--- src/design/fic_defs.svh ---
`ifndef FIC_DEFS_SVH
`define FIC_DEFS_SVH

// ==========================================================
// Bus geometry
`define FIC_AW 8
`define FIC_DW 32

// ==========================================================
// Register byte offsets
`define FIC_OFF_THR 8'h40
`define FIC_OFF_CFG 8'h48
`define FIC_OFF_GSR 8'h4c
`define FIC_OFF_IDS 8'h50
`define FIC_OFF_ADR0 8'h60
`define FIC_OFF_EVST 8'h70
`define FIC_OFF_EVMK 8'h74

// ==========================================================
// Field positions and values
`define FIC_THR_HI 7
`define FIC_THR_LO 5
`define FIC_THR_W 3
`define FIC_THR_PAD 5'h00
`define FIC_KEY_HI 31
`define FIC_KEY_LO 16
`define FIC_KEY_ONE 16'hfa05
`define FIC_KEY_TWO 16'hbcaf
`define FIC_KEY_THREE 16'hbeef
`define FIC_SW_SYSTEM_RESET_BIT_BIT 7
`define FIC_EN0_BIT 0
`define FIC_GSR_PEND_BIT 9
`define FIC_GSR_ACT_BIT 8
`define FIC_NEST_NONE 8'h00
`define FIC_NEST_L1 8'h01
`define FIC_NEST_L2 8'h03
`define FIC_ID_W 8
`define FIC_EV_W 3
`define FIC_EV_THR 0
`define FIC_EV_DIRECT 1
`define FIC_EV_FULL 2
`define FIC_ZERO32 32'h0000_0000
`define FIC_ZERO_EV 3'h0

`endif

--- src/design/fic_pkg.sv ---
`include "fic_defs.svh"

package fic_pkg;
    // Nesting depth of the context stack; two entries deep
    typedef enum logic [1:0] {
        FIC_NEST_IDLE = 2'b00,
        FIC_NEST_ONE  = 2'b01,
        FIC_NEST_TWO  = 2'b10
    } fic_nest_t;

    // Whole state of the controller
    typedef struct packed {
        logic [`FIC_THR_W-1:0] thr;
        logic [`FIC_DW-1:0] ids;
        logic [`FIC_DW-1:1] direct_ch0_handler_addr;
        logic en0;
        fic_nest_t nest;
        logic [`FIC_EV_W-1:0] ev_st;
        logic [`FIC_EV_W-1:0] ev_mk;
        logic blk_prev;
        logic [`FIC_DW-1:0] rdata;
        logic sw_system_reset_bit;
        logic vec_valid;
        logic vec_direct;
        logic [`FIC_DW-1:0] vec_addr;
    } fic_state_t;
endpackage : fic_pkg

--- src/design/fic_ctrl.sv ---
// Design decision made here: the plain strobed port.
`include "fic_defs.svh"

// Notes on behaviour
// (RULE_01) Pending request with priority below programmed threshold is not offered to core.
// (RULE_02) Threshold of zero disables threshold masking completely.
// (RULE_03) Threshold keeps only bits 7:5; bits 4:0 read zero, writes ignored.
// (RULE_04) Protected control bit changes only when matching key sits in upper half.
// (RULE_05) Key field is write-only and always reads back zero.
// (RULE_06) One to system-reset bit with third key requests reset; bit self-clears.
// (RULE_07) Writing zero to system-reset bit does nothing.
// (RULE_08) Global status bit 9 shows whether any interrupt is pending.
// (RULE_09) Global status bit 8 shows whether any handler is executing.
// (RULE_10) Nesting limited to two levels; context stack two entries deep.
// (RULE_11) Nesting field reads 0x00 idle, 0x01 level one, 0x03 level two.
// (RULE_12) Channel ID register holds four RW bytes, channel 0 lowest.
// (RULE_13) Channel 0 handler address stores bits 31:1; bit 0 always zero.
// (RULE_14) Channel 0 enable bit in address bit 0, resets to zero.
// (RULE_15) Taken interrupt matching enabled channel 0 gets stored address directly.
module fic_ctrl
    import fic_pkg::*;
(
    // Clock and reset
    input wire logic i_clk,
    input wire logic i_rst,
    // Register port
    input wire logic [`FIC_AW-1:0] i_addr,
    input wire logic [`FIC_DW-1:0] i_wdata,
    input wire logic i_wr,
    input wire logic i_rd,
    output logic [`FIC_DW-1:0] o_rdata,
    // Highest pending request from the pending/enable logic
    input wire logic i_any_pending,
    input wire logic i_req_valid,
    input wire logic [`FIC_ID_W-1:0] i_req_num,
    input wire logic [`FIC_ID_W-1:0] i_req_prio,
    // Core side
    output logic o_take,
    input wire logic i_core_enter,
    input wire logic i_core_exit,
    output logic o_vec_valid,
    output logic o_vec_direct,
    output logic [`FIC_DW-1:0] o_vec_addr,
    // System reset request and event interrupt
    output logic o_sys_reset_req,
    output logic o_irq
);

    // ==========================================================
    // State
    fic_state_t state_reg;
    fic_state_t state_next;

    logic [`FIC_ID_W-1:0] thr_full;
    logic thr_blocked;
    logic nest_full;
    logic [`FIC_ID_W-1:0] nest_code;
    logic active;
    logic direct_hit;
    logic [`FIC_EV_W-1:0] ev_set;
    logic wr_thr;
    logic wr_cfg;
    logic wr_ids;
    logic wr_adr0;
    logic wr_evmk;
    logic rd_evst;
    logic unlock_value_three_ok;
    logic wr_cfg_d;
    logic unlock_value_three_d;
    logic bit7_d;

    // ==========================================================
    // Servicing decision
    // Threshold compares the full 8-bit priority against bits 7:5 padded with zeros
    assign thr_full = {state_reg.thr, `FIC_THR_PAD};
    assign thr_blocked = i_req_valid && (thr_full != `FIC_NEST_NONE)
                         && (i_req_prio < thr_full); // RULE_01 RULE_02
    assign nest_full = (state_reg.nest == FIC_NEST_TWO); // RULE_10
    // Offer is combinational so the core sees it in the same cycle
    assign o_take = i_req_valid && !thr_blocked && !nest_full; // RULE_01 RULE_10
    assign active = (state_reg.nest != FIC_NEST_IDLE);
    // Only channel 0 holds an address here; other channels fall back to the table
    assign direct_hit = state_reg.en0
                        && (i_req_num == state_reg.ids[`FIC_ID_W-1:0]); // RULE_14 RULE_15

    // Nesting status encoding
    always_comb begin
        unique case (state_reg.nest)
            FIC_NEST_IDLE: nest_code = `FIC_NEST_NONE;
            FIC_NEST_ONE: nest_code = `FIC_NEST_L1;
            FIC_NEST_TWO: nest_code = `FIC_NEST_L2; // RULE_11
            default: nest_code = `FIC_NEST_NONE;
        endcase
    end

    // ==========================================================
    // Register decode
    assign wr_thr = i_wr && (i_addr == `FIC_OFF_THR);
    assign wr_cfg = i_wr && (i_addr == `FIC_OFF_CFG);
    assign wr_ids = i_wr && (i_addr == `FIC_OFF_IDS);
    assign wr_adr0 = i_wr && (i_addr == `FIC_OFF_ADR0);
    assign wr_evmk = i_wr && (i_addr == `FIC_OFF_EVMK);
    assign rd_evst = i_rd && (i_addr == `FIC_OFF_EVST);
    assign unlock_value_three_ok = (i_wdata[`FIC_KEY_HI:`FIC_KEY_LO] == `FIC_KEY_THREE); // RULE_04

    // Event sources: new threshold hold-off, direct entry, refusal at full depth
    always_comb begin
        ev_set = `FIC_ZERO_EV;
        ev_set[`FIC_EV_THR] = thr_blocked && !state_reg.blk_prev;
        ev_set[`FIC_EV_DIRECT] = i_core_enter && direct_hit;
        ev_set[`FIC_EV_FULL] = i_core_enter && nest_full;
    end

    // ==========================================================
    // Next state
    always_comb begin
        state_next = state_reg;
        state_next.blk_prev = thr_blocked;
        state_next.sw_system_reset_bit = 1'b0; // RULE_06
        state_next.vec_valid = 1'b0;

        // Only bits 7:5 are stored, so 4:0 stay zero for good
        if (wr_thr) begin
            state_next.thr = i_wdata[`FIC_THR_HI:`FIC_THR_LO]; // RULE_03
        end
        // Key one and two guard bits that live elsewhere; only key three acts here
        if (wr_cfg && unlock_value_three_ok && i_wdata[`FIC_SW_SYSTEM_RESET_BIT_BIT]) begin
            state_next.sw_system_reset_bit = 1'b1; // RULE_04 RULE_06 RULE_07
        end
        if (wr_ids) begin
            state_next.ids = i_wdata; // RULE_12
        end
        if (wr_adr0) begin
            state_next.direct_ch0_handler_addr = i_wdata[`FIC_DW-1:1]; // RULE_13
            state_next.en0 = i_wdata[`FIC_EN0_BIT]; // RULE_14
        end
        if (wr_evmk) begin
            state_next.ev_mk = i_wdata[`FIC_EV_W-1:0];
        end

        // Read clears, a simultaneous event still lands
        if (rd_evst) begin
            state_next.ev_st = ev_set;
        end else begin
            state_next.ev_st = state_reg.ev_st | ev_set;
        end

        // Nesting tracker; entering and leaving together keeps the depth
        if (i_core_enter && !i_core_exit) begin
            unique case (state_reg.nest)
                FIC_NEST_IDLE: state_next.nest = FIC_NEST_ONE;
                FIC_NEST_ONE: state_next.nest = FIC_NEST_TWO;
                FIC_NEST_TWO: state_next.nest = FIC_NEST_TWO; // RULE_10
                default: state_next.nest = FIC_NEST_IDLE;
            endcase
        end else if (i_core_exit && !i_core_enter) begin
            unique case (state_reg.nest)
                FIC_NEST_IDLE: state_next.nest = FIC_NEST_IDLE;
                FIC_NEST_ONE: state_next.nest = FIC_NEST_IDLE;
                FIC_NEST_TWO: state_next.nest = FIC_NEST_ONE;
                default: state_next.nest = FIC_NEST_IDLE;
            endcase
        end

        // Vector answer for an accepted entry
        if (i_core_enter && !nest_full) begin
            state_next.vec_valid = 1'b1;
            state_next.vec_direct = direct_hit; // RULE_15
            if (direct_hit) begin
                state_next.vec_addr = {state_reg.direct_ch0_handler_addr, 1'b0}; // RULE_13 RULE_15
            end else begin
                state_next.vec_addr = `FIC_ZERO32;
            end
        end

        // Read data, valid only the cycle after the strobe
        state_next.rdata = `FIC_ZERO32;
        if (i_rd) begin
            unique case (i_addr)
                `FIC_OFF_THR: state_next.rdata[`FIC_THR_HI:`FIC_THR_LO] = state_reg.thr;
                `FIC_OFF_CFG: state_next.rdata = `FIC_ZERO32; // RULE_05
                `FIC_OFF_GSR: begin
                    state_next.rdata[`FIC_GSR_PEND_BIT] = i_any_pending; // RULE_08
                    state_next.rdata[`FIC_GSR_ACT_BIT] = active; // RULE_09
                    state_next.rdata[`FIC_ID_W-1:0] = nest_code; // RULE_11
                end
                `FIC_OFF_IDS: state_next.rdata = state_reg.ids; // RULE_12
                `FIC_OFF_ADR0: state_next.rdata = {state_reg.direct_ch0_handler_addr, state_reg.en0};
                `FIC_OFF_EVST: state_next.rdata[`FIC_EV_W-1:0] = state_reg.ev_st;
                `FIC_OFF_EVMK: state_next.rdata[`FIC_EV_W-1:0] = state_reg.ev_mk;
                default: state_next.rdata = `FIC_ZERO32;
            endcase
        end
    end

    // ==========================================================
    // State register
    always_ff @(posedge i_clk or posedge i_rst) begin
        if (i_rst) begin
            state_reg <= '0;
        end else begin
            state_reg <= state_next;
        end
    end

    // Outputs straight from flip-flops, except o_irq, which ORs ev_st masked by ev_mk, and the combinational o_take above
    assign o_rdata = state_reg.rdata;
    assign o_sys_reset_req = state_reg.sw_system_reset_bit;
    assign o_vec_valid = state_reg.vec_valid;
    assign o_vec_direct = state_reg.vec_direct;
    assign o_vec_addr = state_reg.vec_addr;
    assign o_irq = |(state_reg.ev_st & state_reg.ev_mk);

    // Delayed copies for the reset pulse check
    always_ff @(posedge i_clk or posedge i_rst) begin
        if (i_rst) begin
            wr_cfg_d <= 1'b0;
            unlock_value_three_d <= 1'b0;
            bit7_d <= 1'b0;
        end else begin
            wr_cfg_d <= wr_cfg;
            unlock_value_three_d <= unlock_value_three_ok;
            bit7_d <= i_wdata[`FIC_SW_SYSTEM_RESET_BIT_BIT];
        end
    end
endmodule : fic_ctrl

--- config.mk ---
export PLATFORM = sky130hd
export DESIGN_NAME = fic_ctrl
export DESIGN_NICKNAME = d
export VERILOG_FILES = /design/src/design/fic_pkg.sv /design/src/design/fic_ctrl.sv
export VERILOG_INCLUDE_DIRS = /design/src /design/src/design
export SDC_FILE = /design/constraint.sdc
export NUM_CORES = 1
export LEC_CHECK = 0
export ABC_CLOCK_PERIOD_IN_PS = 13100
export BUFFER_PORTS_ARGS = -buffer_cell sky130_fd_sc_hd__buf_2
export CAP_MARGIN = 10
export CORE_ASPECT_RATIO = 1.2
export CORE_MARGIN = 2
export CORE_UTILIZATION = 60
export CTS_BUF_LIST = sky130_fd_sc_hd__clkbuf_4 sky130_fd_sc_hd__clkbuf_8
export DETAILED_ROUTE_END_ITERATION = 8
export PLACE_DENSITY_LB_ADDON = 0.2
export SYNTH_ARGS = -nofsm -noshare
export SYNTH_HDL_FRONTEND = slang
export SYNTH_SLANG_ARGS = --single-unit
--- constraint.sdc ---
create_clock -name i_clk -period 13.1 [get_ports i_clk]
set_clock_uncertainty 0.15 [all_clocks]
set_input_delay 1.31 -clock i_clk [delete_from_list [all_inputs] [get_ports i_clk]]
set_output_delay 1.31 -clock i_clk [all_outputs]
set_load 0.02 [all_outputs]
---- Yosys cells after proc, flatten, opt, wreduce, memory -nomap -nowiden ----
Cells that the tools add are included.
storage, ports and cells
  input bits .............................. 64
  register bits after elaboration ......... 143
operators by class
  equality and inequality tests ........... 11
  reduce and logical (&&, ||, !) cells .... 30
  bitwise logic cells ..................... 2
  multiplexer cells ....................... 15
  $lt $le $gt $ge ......................... 1
operator list
  kind                                                             number
  32-bit two-way mux                                               2
  8-bit by 7-bit == test with 1-bit output, second input constant  7
  22-bit one-hot mux with 2 select lines                           1
  34-bit two-way mux                                               1
  1-bit logical AND                                                19
  16-bit == test, second input constant                            1
  3-bit one-hot mux with 5 select lines                            1
  2-bit one-hot mux with 3 select lines                            2
  3-bit one-hot mux with 4 select lines                            1
  8-bit == test                                                    1
  8-bit less-than comparator                                       1
  2-bit one-hot mux with 2 select lines                            2
  8-bit nonzero test                                               1
  1-bit logical NOT                                                5
  2-bit two-way mux                                                2
  2-bit nonzero test                                               2
  3-bit bitwise AND                                                1
  3-bit two-way mux                                                1
  3-bit bitwise OR                                                 1
  3-bit OR reduction                                               1
  2-bit by 1-bit == test with 1-bit output, second input constant  1
  2-bit == test, second input constant                             1
  2-bit logical NOT                                                1
  1-bit two-way mux                                                2
  2-bit OR reduction                                               1

---- Logic depth before layout (Yosys ltp) ----
Gate-level depths: netlist of the first run.
  word-level depth ........................ 6
  mapped depth ............................ 8

---- Least setup slack after synthesis of the first run ----
OpenSTA, ideal clock, no wires.
  kind .................................... input-to-output
  from .................................... input port i_req_prio[6]
  to ...................................... output port o_take
  slack ................................... 9,515 ps
  path buffers ............................ 0
  stages .................................. 4
  arrival ................................. 2,125 ps
  path through ............................ ha_1 -> a21oi_1 -> o21ai_0 -> and3b_1
between the ends
  longest elaborated chain between the ends .. 5
ends and longest elaborated chain
  what                             RTL line        source
  start, declared                  fic_ctrl.sv:36  input wire logic [`FIC_ID_W-1:0] i_req_prio,
  8-bit less-than comparator       fic_ctrl.sv:77  && (i_req_prio < thr_full);
  1-bit logical AND                fic_ctrl.sv:76  assign thr_blocked = i_req_valid && (thr_full != `FIC_NEST_NONE)
  1-bit logical NOT                fic_ctrl.sv:80  assign o_take = i_req_valid && !thr_blocked && !nest_full;
  1-bit logical AND (2 in series)  fic_ctrl.sv:80
  end, declared                    fic_ctrl.sv:38  output logic o_take,
Every way passes these cells.

---- Final worst setup path of the first run ----
Same ends and word-level chain as after synthesis.

==> out/qor.log, run 1 <==
[timing] RSZ-0062 raised after global routing false
[worst_hold_path] Hold WC Path Type reg -> reg
[yosys] post-synthesis cell count 556
[clock_tree] number of buffers on the longest clock path 2
[clock_tree] Clock H-tree levels 4
[yosys] Primary FF master, synth dfrtp_1
[worst_setup_path] cell occurring most often along the worst timing path buf_2
[timing] crit share post-route 29.3%
[place] routability cong. 0.807
[routing] via total after detailed routing 4186
[global_routing] wire length of the first global-routing pass 22500 um
[worst_setup_path] slowest cell on the critical path ha_1
[timing] maximum operating frequency 260 MHz
[final_layout] count of filler cells inserted in the layout 871
[final_layout] max FFs per register 76
[power] Reg power frac 52.8%
[clock_tree] number of post-CTS setup repair buffers 0
[outcome] outcome complete, no violations
[clock_tree] CTS tree built
[global_routing] number of antenna violations at the first check in global routing 0
[yosys] share of Yosys cell area claimed by the top area cell type 53.0%
[yosys] sequential-to-total area share from yosys stat 53.0%
[clock_tree] clock-pin slew on the worst setup and hold paths 0.07 ns
[yosys] number of nets in the synthesized netlist 627
[yosys] cell type contributing the most total cell area after synthesis dfrtp_1
[timing] Worst Max-Slew Pin Slew 1.15 ns
[clock_tree] CTS root buf clkbuf_8
[final_layout] area of the multi-input gates 0.00246 mm^2
[timing] final hold slack 0.272 ns
[routing] Vias per Instance 5.53
[final_layout] number of nets in the final layout 683
[worst_setup_path] cell breakdown of the critical path buf_2 -> ha_1 -> a21oi_1 -> o21ai_0 -> and3b_1 -> buf_2
[worst_setup_path] WP data required 11.64 ns
[power] clock power share 38.9%
[place] dpl hpwl 9060 um
[yosys] mean cell area of the mapped netlist 12.1 um^2
[timing] accumulated negative setup slack 0 ns
[die] Starting Density 61.0%
[global_routing] global-route usage over all layers 24.2%
[place] setup slack after placement 9.26 ns
[die] horizontal die dimension 100 um
[timing] post-layout min period 3.84 ns
[global_routing] pin count of the biggest net entering global routing 80
[clock_tree] hold-fix buffer count after cts 0
[clock_tree] clk sinks 142
[final_layout] total non-filler cell area in the finished layout 0.00728 mm^2
[worst_setup_path] max incr delay on CP 0.28 ns
[worst_setup_path] Worst Path Class, Setup in -> out
[timing] worst-case setup margin in the final layout 9.26 ns
[worst_setup_path] count of buffer and inverter cells on the critical path 2
[yosys] number of synthesized flops with an enable pin 0
[power] internal cell power 0.670 mW
[clock_tree] number of CTS-inserted buffers 17
[worst_setup_path] sort of element at the end of the critical path output pin
[yosys] async set-reset flop share out of synthesis 100%
[yosys] list of most frequent post-synthesis cells 142 x dfrtp_1, 70 x nand2_1, 64 x buf_4
[routing] DR pass1 iterations 4
[routing] number of DRC violations after detailed-routing iteration 0 141
[die] io pins 133
[die] placeable core region 0.0110 mm^2
[yosys] combined area of all synthesized cells 0.00670 mm^2
[timing] number of failing setup endpoints in the final timing report 0
[yosys] unique cell type count in the Yosys netlist 39
[yosys] largest cells by area after synthesis dfrtp_1 53%, mux2_4 13%, buf_4 7.2%
[place] count of input and output buffers 126
[power] Switching Power 0.210 mW
[place] placed cell areas 0.00689 mm^2
[yosys] count of warnings emitted by yosys 0
[power] Sw Share 23.8%
[die] die area 0.0120 mm^2
[clock_tree] post-cts resize count 0
[final_layout] area of all sequential standard cells 0.00355 mm^2
[final_layout] area added between synthesis and finish 8.68%
[worst_setup_path] Max FO, Critical Path 3
[power] static power due to leakage 3.83 nW
[global_routing] grt ovf 0
[worst_setup_path] crit path DAT 2.38 ns
[power] part of the power in combinational logic 8.2%
[routing] post-DR wirelength/cell 18.2 um
[clock_tree] Worst-Skew Late Latency 0.43 ns
[final_layout] share of layout cells above drive strength 1 38.1%
[die] Placement Rows 42
[timing] final hold viol count 0
[yosys] #FFs+latches synth 142
[routing] Final Routed Wirelength 13800 um
[die] die boundary height 120 um
[timing] worst relative slew slack 23.2%
[worst_setup_path] Crit path max-delay family compound AO/OA/AOI/OAI gates
[worst_setup_path] critical path startpoint category input pin
[power] power density over the cells 121 mW/mm^2
[job] Max Cap Violations 0
[power] Max VDD drop 0.0743 mV
[timing] max-slew violation count 0
[global_routing] number of global-route vias before repair 4438
[routing] post-route antenna net violation count 0
[yosys] most frequently used cell type in the post-synthesis netlist dfrtp_1
[final_layout] number of antenna cells inserted 0
[routing] DRC Markers 0
metrics by stage:
stage,utilization (%),std cells,power [mW]
after floorplan,-,556,0.517
after global placement,62.7,725,0.542
after detailed placement,62.7,725,0.545
after CTS,66.3,757,0.887
after global routing,66.3,757,0.914
final,66.3,757,0.879
worst paths after layout:
path                               startpoint              to  slack, ns  depth (start not counted)
worst max-delay path            i_req_prio[6]          o_take       9.26                          6
worst min-delay path            state_reg[67]   state_reg[71]       0.27                          1
worst max register to register  state_reg[74]  o_vec_addr[14]      10.49                          7
worst min register to register  state_reg[67]   state_reg[71]       0.27                          1
max in group asynchronous               i_rst  state_reg[136]      10.60                          3
min in group asynchronous               i_rst   o_vec_addr[1]       0.80                          2
cells by family after synthesis:
kind of cell / share of synthesized area (%)
buf+inv: 10.2
fa+ha+maj: 1.31
flops: 53.0
simple gates: 10.4
xor+xnor: 1.05
other cells: 0.0559
compound gates: 7.78
mux: 16.2
layer usage:
metal | share of wire, % | global-route usage, % | wire (um)
met1 | 43 | 31.1 | 5900
met2 | 51 | 40.6 | 7040
met3 | 4.4 | 5.82 | 606
met4 | 1.6 | 7.71 | 223
met5 | 0 | 0 | 0
final cells by class:
type,instances,area share (%)
clock inverter,11,1.58
sequential,142,48.8
clock buffer,21,3.88
timing repair buffer,129,8.97
tap,132,2.27
multi-input combinational,310,33.8
inverter,12,0.687
power groups by stage:
stage / Combinational, mW / Sequential, mW / Clock, mW
6_report: 0.0725 / 0.465 / 0.342
2_1_floorplan: 0.0477 / 0.469 / 0
3_3_place_gp: 0.0711 / 0.471 / 0
3_5_place_dp: 0.0728 / 0.472 / 0
5_1_grt: 0.0803 / 0.466 / 0.368
4_1_cts: 0.0734 / 0.464 / 0.350
cell usage in the layout (no fill, tap or decap), types with 3 or more instances in the layout:
cell / instances
dfrtp_1: 142
buf_2: 126
nand2_1: 70
mux2_4: 60
o21ai_0: 36
a22oi_1: 28
nor2b_1: 26
clkbuf_8: 20
mux2_2: 12
inv_1: 11
nor2_1: 10
xor2_1: 7
ha_1: 7
a21oi_1: 6
nand4_1: 5
mux2i_1: 5
clkinv_2: 5
and3_1: 4
clkinvlp_4: 4
nand3_1: 3
nand4b_1: 3
a22o_1: 3
buf_4: 3
No activity file was read; power rests on OpenSTA's default activity.
==> run 2, diff against run 1 <==
ABC_AREA = 1   (was unset)
ABC_CLOCK_PERIOD_IN_PS = 3700   (was 13100)
CORE_UTILIZATION = 57   (was 60)
clock period = 3.7 ns   (was 13.1 ns; I/O delays follow)
==> out/qor.log, run 2 <==
[power] internal cell power 2.45 mW [+270%]
[routing] post-route antenna net violation count 0 [unchanged]
[timing] final hold viol count 4 [+4]
[timing] maximum operating frequency 420 MHz
[clock_tree] number of buffers on the longest clock path 2 [unchanged]
[yosys] count of warnings emitted by yosys 0 [unchanged]
[die] horizontal die dimension 103 um [+2.9%]
[yosys] #FFs+latches synth 142 [unchanged]
[yosys] largest cells by area after synthesis dfrtp_1 53%, nand2_1 11%, buf_4 7.8%
[global_routing] number of global-route vias before repair 5213 [+17%]
[yosys] number of nets in the synthesized netlist 845 [+35%]
[yosys] cell type contributing the most total cell area after synthesis dfrtp_1
[timing] worst relative slew slack 29.5% [+6.4 points]
[outcome] outcome complete, but fails checks
[global_routing] grt met3 use 4.75% [-1.1 points]
[routing] DR pass1 iterations 5 [+1]
[power] Max VDD drop 0.227 mV [+200%]
[clock_tree] clock-pin slew on the worst setup and hold paths 0.08 ns [about the same]
[global_routing] global-route usage over all layers 25.7% [+1.5 points]
[die] io pins 133 [unchanged]
[power] Reg power frac 50.2% [-2.6 points]
[global_routing] wire length of the first global-routing pass 25200 um [+12%]
[worst_setup_path] critical path startpoint category flip-flop
[clock_tree] clk sinks 142 [unchanged]
[clock_tree] CTS root buf clkbuf_8
[place] placed cell areas 0.00701 mm^2 [+1.8%]
[yosys] async set-reset flop share out of synthesis 100% [unchanged]
[yosys] sequential-to-total area share from yosys stat 52.6% [-0.46 points]
[yosys] post-synthesis cell count 774 [+39%]
[worst_setup_path] Worst Path Class, Setup reg -> out
[final_layout] commonest cells after routing, fill and taps aside 207 x nand2_1, 142 x dfrtp_1, 126 x buf_2, 69 x inv_1, 49 x nand3_1
[global_routing] pin count of the biggest net entering global routing 65 [-19%]
[timing] RSZ-0062 raised after global routing false
[timing] number of failing setup endpoints in the final timing report 0 [unchanged]
[job] Max Cap Violations 0 [unchanged]
[clock_tree] hold-fix buffer count after cts 0 [unchanged]
[timing] post-layout min period 2.38 ns
[timing] final hold slack -0.00577 ns [-0.278 ns]
[final_layout] max FFs per register 76 [unchanged]
[power] Sw Share 25.1% [+1.2 points]
[place] count of input and output buffers 126 [unchanged]
[clock_tree] Worst-Skew Late Latency 0.44 ns [about the same]
[global_routing] grt ovf 0 [unchanged]
[routing] number of DRC violations after detailed-routing iteration 0 310 [+120%]
[final_layout] area added between synthesis and finish 10.2%
[final_layout] share of layout cells above drive strength 1 25.4% [-13 points]
[power] static power due to leakage 4.01 nW [+4.7%]
[die] Starting Density 58.5% [-2.6 points]
[worst_setup_path] logic depth of the worst register-to-register path 7 [unchanged]
[yosys] share of Yosys cell area claimed by the top area cell type 52.6% [-0.46 points]
[clock_tree] number of post-CTS setup repair buffers 0 [unchanged]
[yosys] mean cell area of the mapped netlist 8.74 um^2 [-28%]
[die] die area 0.0128 mm^2 [+6.0%]
[worst_setup_path] sort of element at the end of the critical path output pin
[global_routing] met1 GRT Util 34.1% [+3.1 points]
[yosys] list of most frequent post-synthesis cells 207 x nand2_1, 142 x dfrtp_1, 70 x buf_4, 70 x inv_1, 49 x nand3_1
[power] part of the power in combinational logic 8.1% [about the same]
[power] Switching Power 0.818 mW [+290%]
[global_routing] number of antenna violations at the first check in global routing 0 [unchanged]
[yosys] most frequently used cell type in the post-synthesis netlist nand2_1
[routing] Final Routed Wirelength 15200 um [+11%]
[timing] crit share post-route 64.4%
[power] power density over the cells 438 mW/mm^2 [+260%]
[routing] post-DR wirelength/cell 15.3 um [-16%]
[timing] Worst Max-Slew Pin Slew 1.06 ns [-0.0966 ns]
[yosys] unique cell type count in the Yosys netlist 29 [-26%]
[yosys] combined area of all synthesized cells 0.00676 mm^2 [+0.88%]
[die] placeable core region 0.0116 mm^2 [+5.3%]
[place] dpl hpwl 10100 um [+11%]
[routing] DRC Markers 0 [unchanged]
[die] die boundary height 123 um [+2.9%]
[worst_setup_path] WP data required 3.18 ns [-8.46 ns]
[worst_setup_path] crit path DAT 1.86 ns [-0.52 ns]
[routing] Vias per Instance 5.24 [-5.2%]
[final_layout] number of antenna cells inserted 0 [unchanged]
[die] Placement Rows 43 [+2.4%]
[outcome] violations in the final reports negative hold slack
[routing] via total after detailed routing 5239 [+25%]
[yosys] number of synthesized flops with an enable pin 0 [unchanged]
[yosys] Primary FF master, synth dfrtp_1
[clock_tree] number of CTS-inserted buffers 17 [unchanged]
[place] routability cong. 0.863 [+7.1%]
[worst_setup_path] Max FO, Critical Path 3 [unchanged]
[clock_tree] post-cts resize count 0 [unchanged]
[clock_tree] Clock H-tree levels 4 [unchanged]
[clock_tree] CTS tree built
[power] clock power share 41.7% [+2.8 points]
[global_routing] met2 Resource Use GR 42.5% [+1.9 points]
[final_layout] number of nets in the final layout 900 [+32%]
[worst_hold_path] Hold WC Path Type in -> async
[timing] max-slew violation count 0 [unchanged]
[global_routing] Top Usage Layer GRT met2
[final_layout] leading cell type in the layout, fill and taps excluded nand2_1
[final_layout] total non-filler cell area in the finished layout 0.00745 mm^2 [+2.3%]
[timing] accumulated negative setup slack 0 ns [unchanged]
## run 2: power groups by stage
stage               Sequential, mW  Combinational (mW)  Clock (mW)
global placement              1.66               0.254           0
CTS                           1.64               0.266        1.38
detailed placement            1.67               0.265           0
floorplan                     1.66               0.166           0
finish                        1.64               0.264        1.36
global route                  1.64               0.299        1.45
## run 2: cell families (layout without fill, tap and decap cells)
family          count (synthesis)  count (layout)  share of synthesized area, %
compound gates                103             103                          9.33
fa+ha+maj                       7               7                          1.30
xor+xnor                        2               2                         0.259
buf+inv                       173             241                          14.1
flops                         142             142                          52.6
simple gates                  346             346                          22.4
other cells                     1               1                        0.0555
## run 2: path summary, 6_finish.rpt
path	slack, ns	endpoint	startpoint
worst max-delay path	1.32	o_take	state_reg[142]
worst min-delay path	-0.006	o_vec_addr[26]	i_rst
worst max register to register	1.39	o_vec_addr[13]	state_reg[74]
worst min register to register	0.33	o_vec_addr[17]	o_vec_addr[17]
max in group asynchronous	2.61	state_reg[139]	i_rst
min in group i_clk	0.05	state_reg[90]	i_wdata[14]
## run 2: layout make-up
class | count | area [um^2]
Sequential cell | 142 | 3550
Fill cell | 1001 | 4110
Inverter | 75 | 288
Clock inverter | 13 | 188
Multi-Input combinational cell | 459 | 2260
Clock buffer | 19 | 255
Tap cell | 157 | 196
Timing Repair Buffer | 134 | 716
## run 2: routing by layer
layer | part of all wire, % | wire (um)
met1 | 42 | 6370
met2 | 51 | 7700
met3 | 6.0 | 907
met4 | 1.7 | 263
met5 | 0 | 0
## run 2: critical path: stages (launching register included)
cell,delay [ns]
dfrtp_1,0.39
inv_1,0.12
ha_1,0.26
a21oi_1,0.16
nand2_1,0.07
nor2_1,0.20
nor2_1,0.06
buf_2,0.16
## run 2: through the flow
| step | total power [mW] | setup slack [ns] | hold slack [ns] | util [%] | std cells |
|---|---|---|---|---|---|
| 2_1_floorplan | 1.83 | 1.40 | 0.301 | - | 774 |
| 3_3_place_gp | 1.92 | 1.33 | 0.308 | 60.6 | 967 |
| 3_5_place_dp | 1.93 | 1.26 | 0.314 | 60.6 | 967 |
| 4_1_cts | 3.28 | 1.29 | 0.0248 | 64.4 | 999 |
| 5_1_grt | 3.40 | 1.14 | 0.0475 | 64.4 | 999 |
| 6_report | 3.26 | 1.32 | -0.00577 | 64.4 | 999 |
